===== config.mk =====
export PLATFORM = sky130hd
export DESIGN_NAME = hbh_top
export DESIGN_NICKNAME = d
export VERILOG_FILES = /design/src/hbh_pkg.sv /design/src/hbh_sync_if.sv /design/src/hbh_pin_sync.sv /design/src/hbh_top.sv
export VERILOG_INCLUDE_DIRS = /design/src
export SDC_FILE = /design/constraint.sdc
export NUM_CORES = 1
export LEC_CHECK = 0
export ABC_AREA = 1
export BUFFER_PORTS_ARGS = -buffer_cell sky130_fd_sc_hd__clkbuf_2
export CORE_MARGIN = 2
export CORE_UTILIZATION = 35
export CTS_CLUSTER_SIZE = 28
export DETAILED_ROUTE_END_ITERATION = 10
export SYNTH_ARGS = -nofsm -noshare
export SYNTH_HDL_FRONTEND = slang
export SYNTH_HIERARCHICAL = 1
export SYNTH_SLANG_ARGS = --single-unit

===== constraint.sdc =====
create_clock -name sys_clk -period 2.86 [get_ports sys_clk]
set_input_delay 0.572 -clock sys_clk [delete_from_list [all_inputs] [get_ports sys_clk]]
set_output_delay 0.572 -clock sys_clk [all_outputs]
set_load 0.05 [all_outputs]

===== src/hbh_map.svh =====
// Purpose: constants for the host bus handover and reset control block
// Assumes: one 125 MHz clock, synchronous active-low reset
// Notes:   included by the package and top design files; the pin filter and interface do not include it
// Summary of operation
// RULE1: host request floats bus, then acknowledge low
// RULE2: request gone: acknowledge high, then drive bus
// RULE3: host pulls request low to take bus
// RULE4: host request synchronised before use
// RULE5: request low at reset release: processor runs
// RULE6: request high at release: halt until third edge
// RULE7: output two-bit highest pending cycle priority
// RULE8: host may watch priority to return bus
// RULE9: all logic runs on the input clock
// RULE10: outputs change only with output clock; here only priority, packet outputs and the ack fall do
// RULE11: three rising-edge interrupt inputs
// RULE12: first edge interrupt highest, then second, third
// RULE13: halted start: third edge unhalts, no pending flag
// RULE14: active-low level interrupt, lowest priority
// RULE15: level source holds low until recognised
// RULE16: in reset registers initialise, outputs inactive; here the pin filter stages are not reset and keep tracking the pins
// RULE17: byte order latched from strap at release
// RULE18: three-line external packet transfer request input
// RULE19: acknowledge low: bus floats, no cycle starts
`ifndef HBH_MAP_SVH
`define HBH_MAP_SVH
`define HBH_IRQ_NONE    3'h0
`define HBH_IRQ_FIRST   3'h1
`define HBH_IRQ_SECOND  3'h2
`define HBH_IRQ_THIRD   3'h3
`define HBH_IRQ_LEVEL   3'h4
`define HBH_PRI_W       2
`define HBH_XPT_W       3
`define HBH_VEC_W       3
`define HBH_FLT_SETTLE  2'h2
`endif


===== src/hbh_pkg.sv =====
// Purpose: shared types of the host bus handover block
// Assumes: hbh_map.svh holds the numbers
// Notes:   types only
`include "hbh_map.svh"
package hbh_pkg;
  typedef enum logic [1:0] {HBH_OWN, HBH_FLOAT, HBH_GRANTED, HBH_RETURN} hbh_bus_t;
  typedef logic [`HBH_PRI_W-1:0] hbh_pri_t;
endpackage : hbh_pkg


===== src/hbh_sync_if.sv =====
// Purpose: carries synchronised pin levels from the filter to the top
// Assumes: one clock domain
// Notes:   filter drives, top reads
`timescale 1ns/100ps
`default_nettype none
interface hbh_sync_if;
  logic       req_n;   // host request, filtered
  logic [2:0] eirq;    // edge interrupts, filtered
  logic       lirq_n;  // level interrupt, filtered
  logic [2:0] xpt;     // packet request, filtered
  logic       strap;   // byte-order strap, filtered
  modport src (output req_n, eirq, lirq_n, xpt, strap);
  modport dst (input  req_n, eirq, lirq_n, xpt, strap);
endinterface : hbh_sync_if
`default_nettype wire


===== src/hbh_pin_sync.sv =====
// Purpose: three-stage pin synchroniser, a change counts when stages two and three agree
// Assumes: all inputs asynchronous to sys_clk
// Notes:   stage one is read only by stage two, never by logic
`timescale 1ns/100ps
`default_nettype none
module hbh_pin_sync
  import hbh_pkg::*;
(
  input  wire logic       sys_clk,   // system clock
  input  wire logic       rst_n,     // sync reset, active low
  input  wire logic [8:0] pins,      // raw pin levels
  hbh_sync_if.src         so         // filtered levels
);
  logic [8:0] s1_q, s1_d;  // metastability stage
  logic [8:0] s2_q, s2_d;  // second stage
  logic [8:0] s3_q, s3_d;  // third stage
  logic [8:0] f_q,  f_d;   // accepted level
  // rst_n is deliberately not used: the stages must keep tracking the pins
  // during reset, so that the request and strap levels are valid at release

  // agreement of stages two and three updates the accepted level
  always_comb begin
    s1_d = pins;
    s2_d = s1_q;
    s3_d = s2_q;
    f_d  = f_q;
    for (int i = 0; i < 9; i++) begin
      if (s2_q[i] == s3_q[i]) begin
        f_d[i] = s3_q[i];
      end
    end
  end

  // registers only; no reset so pin levels settle while reset is held
  always_ff @(posedge sys_clk) begin
    s1_q <= s1_d;
    s2_q <= s2_d;
    s3_q <= s3_d;
    f_q  <= f_d;
  end

  assign so.req_n  = f_q[0];  // RULE4
  assign so.eirq   = f_q[3:1];
  assign so.xpt    = f_q[6:4];
  assign so.strap  = f_q[7];
  assign so.lirq_n = f_q[8];
endmodule : hbh_pin_sync
`default_nettype wire


===== src/hbh_top.sv =====
// Purpose: host bus handover, reset strap capture and interrupt intake
// Assumes: sys_clk is the input clock; priority, packet outputs and the ack fall step with local_output_clock
// Notes:   bus outputs are represented by a drive enable toward the pad ring
`timescale 1ns/100ps
`default_nettype none
`include "hbh_map.svh"
module hbh_top
  import hbh_pkg::*;
(
  input  wire logic                  sys_clk,                 // input clock
  input  wire logic                  rst_n,                   // sync reset, active low
  input  wire logic                  host_bus_request_n,      // host wants bus, low
  input  wire logic                  edge_irq_first,          // rising-edge irq, top
  input  wire logic                  edge_irq_second,         // rising-edge irq
  input  wire logic                  edge_irq_third_unhalt,   // rising-edge irq and unhalt
  input  wire logic                  level_irq_n,             // level irq, low
  input  wire logic                  user_timing_strap,       // byte-order strap
  input  wire logic [`HBH_XPT_W-1:0] external_packet_request, // packet request code
  input  wire logic [3:0]            cycle_req,               // pending cycle requests, bit 3 top
  input  wire logic                  irq_ack,                 // processor took irq_vector
  output logic                       local_output_clock,      // output clock, half rate
  output logic                       host_grant_ack_n,        // bus released, low
  output logic                       bus_drive_en,            // local-memory bus driven
  output logic                       cycle_start_en,          // memory cycles may start
  output logic [`HBH_PRI_W-1:0]      pending_cycle_priority,  // top pending cycle code
  output logic                       master_run,              // processor running
  output logic                       big_endian,              // byte order mode
  output logic [`HBH_VEC_W-1:0]      irq_vector,              // top pending interrupt
  output logic                       xpt_valid,               // packet request seen
  output logic [`HBH_XPT_W-1:0]      xpt_code                 // packet request code
);
  hbh_sync_if sy ();  // filtered pins

  // every asynchronous pin goes through the three-stage filter
  hbh_pin_sync u_sync (
    .sys_clk (sys_clk),
    .rst_n   (rst_n),
    .pins    ({level_irq_n, user_timing_strap, external_packet_request,
               edge_irq_third_unhalt, edge_irq_second, edge_irq_first,
               host_bus_request_n}),
    .so      (sy.src)
  );

  // priority encoder, shared by cycle code and interrupt pick
  function automatic logic [1:0] hbh_top_idx(input logic [3:0] v);
    logic [1:0] r;
    r = 2'h0;
    for (int i = 0; i < 4; i++) begin
      if (v[i]) begin
        r = 2'(i);
      end
    end
    return r;
  endfunction : hbh_top_idx

  // state
  hbh_bus_t                bus_q, bus_d;       // handover state
  logic                    oclk_q, oclk_d;     // output clock divider
  logic                    ack_n_q, ack_n_d;   // grant acknowledge
  logic                    drv_q, drv_d;       // bus drive enable
  logic [`HBH_PRI_W-1:0]   pri_q, pri_d;       // priority code
  logic                    rst_seen_q;         // first cycle after release
  logic                    run_q, run_d;       // processor running
  logic                    endn_q, endn_d;     // byte order
  logic [2:0]              eprev_q, eprev_d;   // previous edge irq levels
  logic [2:0]              epend_q, epend_d;   // pending edge flags
  logic [`HBH_VEC_W-1:0]   vec_q, vec_d;       // presented irq
  logic                    xv_q, xv_d;         // packet request valid
  logic [`HBH_XPT_W-1:0]   xc_q, xc_d;         // packet code
  logic [1:0]              flt_q, flt_d;       // float settle count
  logic [2:0]              erise;              // rising edges this cycle
  logic                    oedge;              // output clock rising next

  // handover: float first, then acknowledge; release acknowledge then drive
  always_comb begin
    oclk_d  = ~oclk_q;                        // RULE9
    oedge   = ~oclk_q;
    bus_d   = bus_q;
    ack_n_d = ack_n_q;
    drv_d   = drv_q;
    flt_d   = flt_q;
    pri_d   = pri_q;
    if (oedge) begin                          // RULE10
      pri_d = hbh_top_idx(cycle_req);         // RULE7
    end
    unique case (bus_q)
      HBH_OWN: begin
        if (!sy.req_n) begin                  // RULE3
          drv_d = 1'b0;                       // RULE1
          flt_d = `HBH_FLT_SETTLE;
          bus_d = HBH_FLOAT;
        end
      end
      HBH_FLOAT: begin
        if (flt_q != 2'h0) begin
          flt_d = flt_q - 2'h1;
        end else if (oedge) begin
          ack_n_d = 1'b0;                     // RULE1
          bus_d   = HBH_GRANTED;
        end
      end
      HBH_GRANTED: begin
        if (sy.req_n) begin
          ack_n_d = 1'b1;                     // RULE2
          bus_d   = HBH_RETURN;
        end
      end
      HBH_RETURN: begin
        drv_d = 1'b1;                         // RULE2
        bus_d = HBH_OWN;
      end
    endcase
  end

  // run state, strap, interrupts and packet requests
  always_comb begin
    run_d   = run_q;
    endn_d  = endn_q;
    eprev_d = sy.eirq;
    erise   = sy.eirq & ~eprev_q;             // RULE11
    epend_d = epend_q;
    xv_d    = xv_q;
    xc_d    = xc_q;
    if (!rst_seen_q) begin
      run_d  = ~sy.req_n;                     // RULE5 RULE6
      endn_d = sy.strap;                      // RULE17
    end
    if (irq_ack) begin
      // encoder index 2 names flag 0, so shift down from the top bit
      epend_d = epend_q & ~(3'h4 >> hbh_top_idx({1'b0, epend_q[0], epend_q[1], epend_q[2]}));
    end
    if (rst_seen_q && !run_q && erise[2]) begin
      run_d    = 1'b1;                        // RULE13
      epend_d  = epend_d | {1'b0, erise[1:0]};
    end else begin
      epend_d  = epend_d | erise;             // set wins over clear
    end
    // first has top priority, level irq last
    if (epend_d[0]) begin                     // RULE12
      vec_d = `HBH_IRQ_FIRST;
    end else if (epend_d[1]) begin
      vec_d = `HBH_IRQ_SECOND;
    end else if (epend_d[2]) begin
      vec_d = `HBH_IRQ_THIRD;
    end else if (!sy.lirq_n) begin            // RULE14 RULE15
      vec_d = `HBH_IRQ_LEVEL;
    end else begin
      vec_d = `HBH_IRQ_NONE;
    end
    if (oedge) begin                          // RULE18
      xv_d = sy.xpt != 3'h0;
      xc_d = sy.xpt;
    end
  end

  // registers; reset gives idle outputs and a floated bus
  always_ff @(posedge sys_clk) begin
    if (!rst_n) begin                         // RULE16
      bus_q      <= HBH_RETURN;
      oclk_q     <= 1'b0;
      ack_n_q    <= 1'b1;
      drv_q      <= 1'b0;
      flt_q      <= 2'h0;
      pri_q      <= 2'h0;
      rst_seen_q <= 1'b0;
      run_q      <= 1'b0;
      endn_q     <= 1'b0;
      eprev_q    <= 3'h0;
      epend_q    <= 3'h0;
      vec_q      <= `HBH_IRQ_NONE;
      xv_q       <= 1'b0;
      xc_q       <= 3'h0;
    end else begin
      bus_q      <= bus_d;
      oclk_q     <= oclk_d;
      ack_n_q    <= ack_n_d;
      drv_q      <= drv_d;
      flt_q      <= flt_d;
      pri_q      <= pri_d;
      rst_seen_q <= 1'b1;
      run_q      <= run_d;
      endn_q     <= endn_d;
      eprev_q    <= eprev_d;
      epend_q    <= epend_d;
      vec_q      <= vec_d;
      xv_q       <= xv_d;
      xc_q       <= xc_d;
    end
  end

  assign local_output_clock     = oclk_q;
  assign host_grant_ack_n       = ack_n_q;
  assign bus_drive_en           = drv_q;
  assign cycle_start_en         = drv_q;    // RULE19
  assign pending_cycle_priority = pri_q;
  assign master_run             = run_q;
  assign big_endian             = endn_q;
  assign irq_vector             = vec_q;
  assign xpt_valid              = xv_q;
  assign xpt_code               = xc_q;
endmodule : hbh_top
`default_nettype wire


---- Yosys cells after proc, flatten, opt, wreduce, memory -nomap -nowiden ----
Index checks and enable logic that the tools add are counted.
operators by class
  reductions and logical operators ........ 15
  muxes and demuxes ....................... 29
  bitwise gates (word level) .............. 9
  eq/ne operators ......................... 18
  shifts and indexed selects .............. 1
  $add $sub $neg .......................... 1
operators by type and width
  kind                 count
  $mux 2               12
  $mux 1               10
  $eq 1x1->1           9
  $mux 3               3
  $ne 2x2->1 const B   4
  $pmux 2 s4           1
  $reduce_and 4->1     2
  $reduce_bool 2->1    4
  $and 3x3->3          2
  $not 3->3            2
  $eq 2x2->1 const B   2
  $ne 2x1->1 const B   2
  $pmux 1 s2           2
  $pmux 2 s2           1
  $reduce_or 4->1      1
  $not 1->1            3
  $or 3x2->3           1
  $or 3x3->3           1
  $reduce_and 3->1     1
  $reduce_bool 3->1    1
  $shr 3x2->3 const A  1
  $eq 2x1->1 const B   1
  $logic_and 1x1->1    2
  $logic_not 2->1      1
  other kinds (4)      4
word-level totals
  input bits .............................. 16
  output and inout bits ................... 15
  flip-flop bits (word level) ............. 61
  word-level logic and storage cells ...... 101

---- Depth between registers and ports, before layout ----
  word-level depth ........................ 12
  depth in mapped cells ................... 8

---- By module ----
The synthesis kept the hierarchy.
modules (own cells, without submodules)
  module        instances  area an instance (µm²)  cells each
  hbh_top       1          1059.8                  138
  hbh_pin_sync  1          979.7                   81

---- Worst setup path after synthesis ----
OpenSTA, ideal clock, no wires.
  path type ............................... register to output
  start point ............................. register drv_q (netlist: bus_drive_en)
  end point ............................... output cycle_start_en
  cell stages (with the launch flop) ...... 2
  arrival ................................. 908 ps
  path slack .............................. 1380 ps
  path buffers ............................ 1
  required time ........................... 2288 ps
  path through ............................ dfxtp_1 > buf_4
RTL lines
  what                    line            source
  start, declared         hbh_top.sv:60   logic drv_q, drv_d;
  start signal, assigned  hbh_top.sv:177  drv_q <= drv_d;
  end, declared           hbh_top.sv:24   output logic cycle_start_en,
No word-level cell between the ends.

---- Worst setup path in the final report ----
  start point ............................. register oclk_q (netlist: local_output_clock)
  end point ............................... output local_output_clock
RTL lines
  what                    line            source
  start, declared         hbh_top.sv:58   logic oclk_q, oclk_d;
  start signal, assigned  hbh_top.sv:175  oclk_q <= oclk_d;
  end, declared           hbh_top.sv:21   output logic local_output_clock,
No word-level cell between the ends.

==> flow_metrics.tcl <==
set metrics [dict create \
    ant_nets 0 \
    internal_power_mw 1.502 \
    final_nets 276 \
    pin_count_of_the_biggest_net_entering_global_routing 22 \
    critical_path.cell_chain "clkbuf_2" \
    cell_count_after_synthesis 219 \
    syn_nets 240 \
    clkLatencyLatePin_ps 330 \
    wire_length_reported_by_the_detailed_router_mm 2.887 \
    drtIter0Drc 69 \
    report.power.total_mw 2.120 \
    layoutNonFillerInstCount 332 \
    initial_utilization_pct 36.59 \
    crit_family "flip-flops" \
    cell_at_the_root_of_the_clock_tree "sky130_fd_sc_hd__clkbuf_8" \
    worst_rel_slew_slack_pct 75.03 \
    post_route_cells_drive_above_1_share_pct 19.23 \
    layout_commonest_cell "sky130_fd_sc_hd__nand2_1" \
    cts_hold_buf 0 \
    globalRoute.totalOverflow 0 \
    die_w_um 80.34 \
    synth.lib_cells_used.distinct 19 \
    htree_num_levels 3 \
    finalMaxSlewViolations 0 \
    power_per_standard_cell_area_mw_per_mm2 868.7 \
    synth_top_flop_cell "sky130_fd_sc_hd__dfxtp_1" \
    cts.path.max_buffers 2 \
    worstSetupStartpointType "flop" \
    drtPass1Iterations 4 \
    syn_to_layout_area_delta_pct 19.63 \
    diodes 0 \
    setup_repair_after_global_routing_missed_its_margin "no" \
    timing.final.crit_period_ps 1601 \
    design.portCount 31 \
    synthesis.yosys.warnings 6 \
    critical-path-max-stage-delay_ps 400 \
    fin_worst_hold_slack_ps 327.0 \
    place_worst_setup_slack_ps 1407 \
    ir_worst_vdd_mv 0.3486 \
    worstPathMaxFanout 4 \
    cap_viol_max_count 0 \
    timing.fmax_mhz 624.8 \
    mappedNetlistArea_mm2 0.002039 \
    seqPwrFrac_pct 46.8 \
    cts_tree "built" \
    drt-vias-per-instance 4.145 \
    gr-usage-all-layers_pct 10.91 \
    tritoncts_num_sinks 61 \
    grt_pass1_wl_mm 5.106 \
    floorplan.rows 27 \
    ys_ff_latch 61 \
    die_height_um 80.34 \
    timing.setup.tns_ps 0 \
    floorplan_die_area_mm2 0.006454 \
    finalWeightedCongestion 0.7424 \
    cellLeakagePower_nw 1.246 \
    buffer_ports.inserted 29 \
    p_comb_share_pct 18.6 \
    clk_pin_slew_worst_paths_ps 60 \
    crit_cells 1 \
    reg2regPathDepth 6 \
    total_switching_power_mw 0.6179 \
    ctsResizeCount 0 \
    layout_worst_path_cycle_share_pct 55.96 \
    most-common-layout-cells "54 x sky130_fd_sc_hd__nand2_1, 52 x sky130_fd_sc_hd__dfxtp_1, 42 x sky130_fd_sc_hd__inv_1" \
    critPathBufInv 1 \
    critical_path.endpoint_type "primary output" \
    setup_ws_ps 1259 \
    dr_total_vias 1376 \
    hpwl_after_dpl_mm 2.047 \
    critical_path_class "reg2out" \
    hold_path.class "reg2reg" \
    setup_failing_eps_final 0 \
    place_inst 316 \
    cts_post_setup_buffers_inserted 0 \
    sequential_fraction_of_the_synthesis_area_pct 64.29 \
    grt_antenna_before_repair 0 \
    vias_in_the_first_global_route 1242 \
    tightestPinTransition_ps 374.5 \
    wire_per_inst_um 8.696 \
    cp_slowest_cell "sky130_fd_sc_hd__dfxtp_1" \
    critPathArrivalTime_ps 1030 \
    timing.clock.skew_ps 2.460 \
    outcome "complete, no violations" \
    final-hold-violation-count 0 \
    async_reset_ff_share_pct 0 \
    mean_area_per_synthesized_cell_um2 9.313 \
    worst_hold_path.num_cells 0 \
    drcViolationCount 0 \
    floorplan.core_area_mm2 0.005574 \
    swShare_pct 29.15 \
    worst-endpoint-required_ps 2290 \
    synth_edf_count 9 \
    clock_power_share_pct 34.6 \
    cts_inserted_buffers 9 \
]
[worst paths after layout]
| kind | to | startpoint | slack, ps |
|---|---|---|---|
| max | local_output_clock | local_output_clock | 1260 |
| min | u_sync/s2_q[5] | u_sync/s1_q[5] | 330 |
| max reg2reg | bus_q[0] | bus_q[1] | 1590 |
| min reg2reg | u_sync/s2_q[5] | u_sync/s1_q[5] | 330 |
[power by group through the flow]
stage	logic, mW	clock network, mW	registers [mW]
after floorplan	0.254	0	1.08
after global placement	0.391	0	1.01
after detailed placement	0.397	0	1.01
after CTS	0.399	0.758	0.994
after global routing	0.454	0.798	1.00
final	0.395	0.733	0.992
[Yosys cell counts, types with 2 or more instances]
master	number	share of area, %
sky130_fd_sc_hd__a31oi_1	3	0.92
sky130_fd_sc_hd__buf_4	3	1.1
sky130_fd_sc_hd__inv_2	2	0.37
sky130_fd_sc_hd__nand4_1	3	0.92
sky130_fd_sc_hd__ha_1	5	3.1
sky130_fd_sc_hd__edfxtp_1	9	13
sky130_fd_sc_hd__o21ai_0	10	2.5
sky130_fd_sc_hd__nand3_1	10	2.5
sky130_fd_sc_hd__nor2_1	14	2.6
sky130_fd_sc_hd__a21oi_1	6	1.5
sky130_fd_sc_hd__nand2_1	54	9.9
sky130_fd_sc_hd__inv_1	42	7.7
sky130_fd_sc_hd__dfxtp_1	52	51
[cell families (layout without fill, tap and decap cells)]
logic type	Yosys count	after routing	share of synthesized area, %
AO/OA/AOI/OAI	21	21	6.074
adder cells (fa/ha/maj)	5	5	3.067
buffers and inverters	48	89	9.448
flip-flops	61	61	64.29
AND/OR/NAND/NOR	84	84	17.12
[area by class of cell]
| type | count | area (um^2) |
|---|---|---|
| Multi-Input combinational cell | 110 | 535.5 |
| Inverter | 44 | 165.2 |
| Sequential cell | 61 | 1311 |
| Tap cell | 72 | 90.09 |
| Timing Repair Buffer | 29 | 145.1 |
| Fill cell | 559 | 3134 |
| Clock buffer | 12 | 145.1 |
| Clock inverter | 4 | 47.55 |
[state kept, by name, summed over array words and instances, names as in the netlist, 2 cells and up]
| register | cells |
|---|---|
| irq_vector | 3 |
| pending_cycle_priority | 2 |
| u_sync/s2_q | 9 |
| epend_q | 3 |
| flt_q | 2 |
| u_sync/f_q | 9 |
| u_sync/s1_q | 9 |
| bus_q | 2 |
| eprev_q | 3 |
| u_sync/s3_q | 9 |
| xpt_code | 3 |
[layer usage]
metal	global-route usage, %	part of all wire (%)
met3	6.404	5.3
met5	0	0
met2	16.25	47
met1	11.71	46
met4	6.949	2.2
[stage by stage]
stage,utilization (%),area [um^2]
6_report,43.77,2440
5_1_grt,43.77,2440
4_1_cts,43.77,2440
3_5_place_dp,40.31,2247
3_3_place_gp,40.31,2247
2_1_floorplan,-,2039
(Power assumes the default switching activity.)
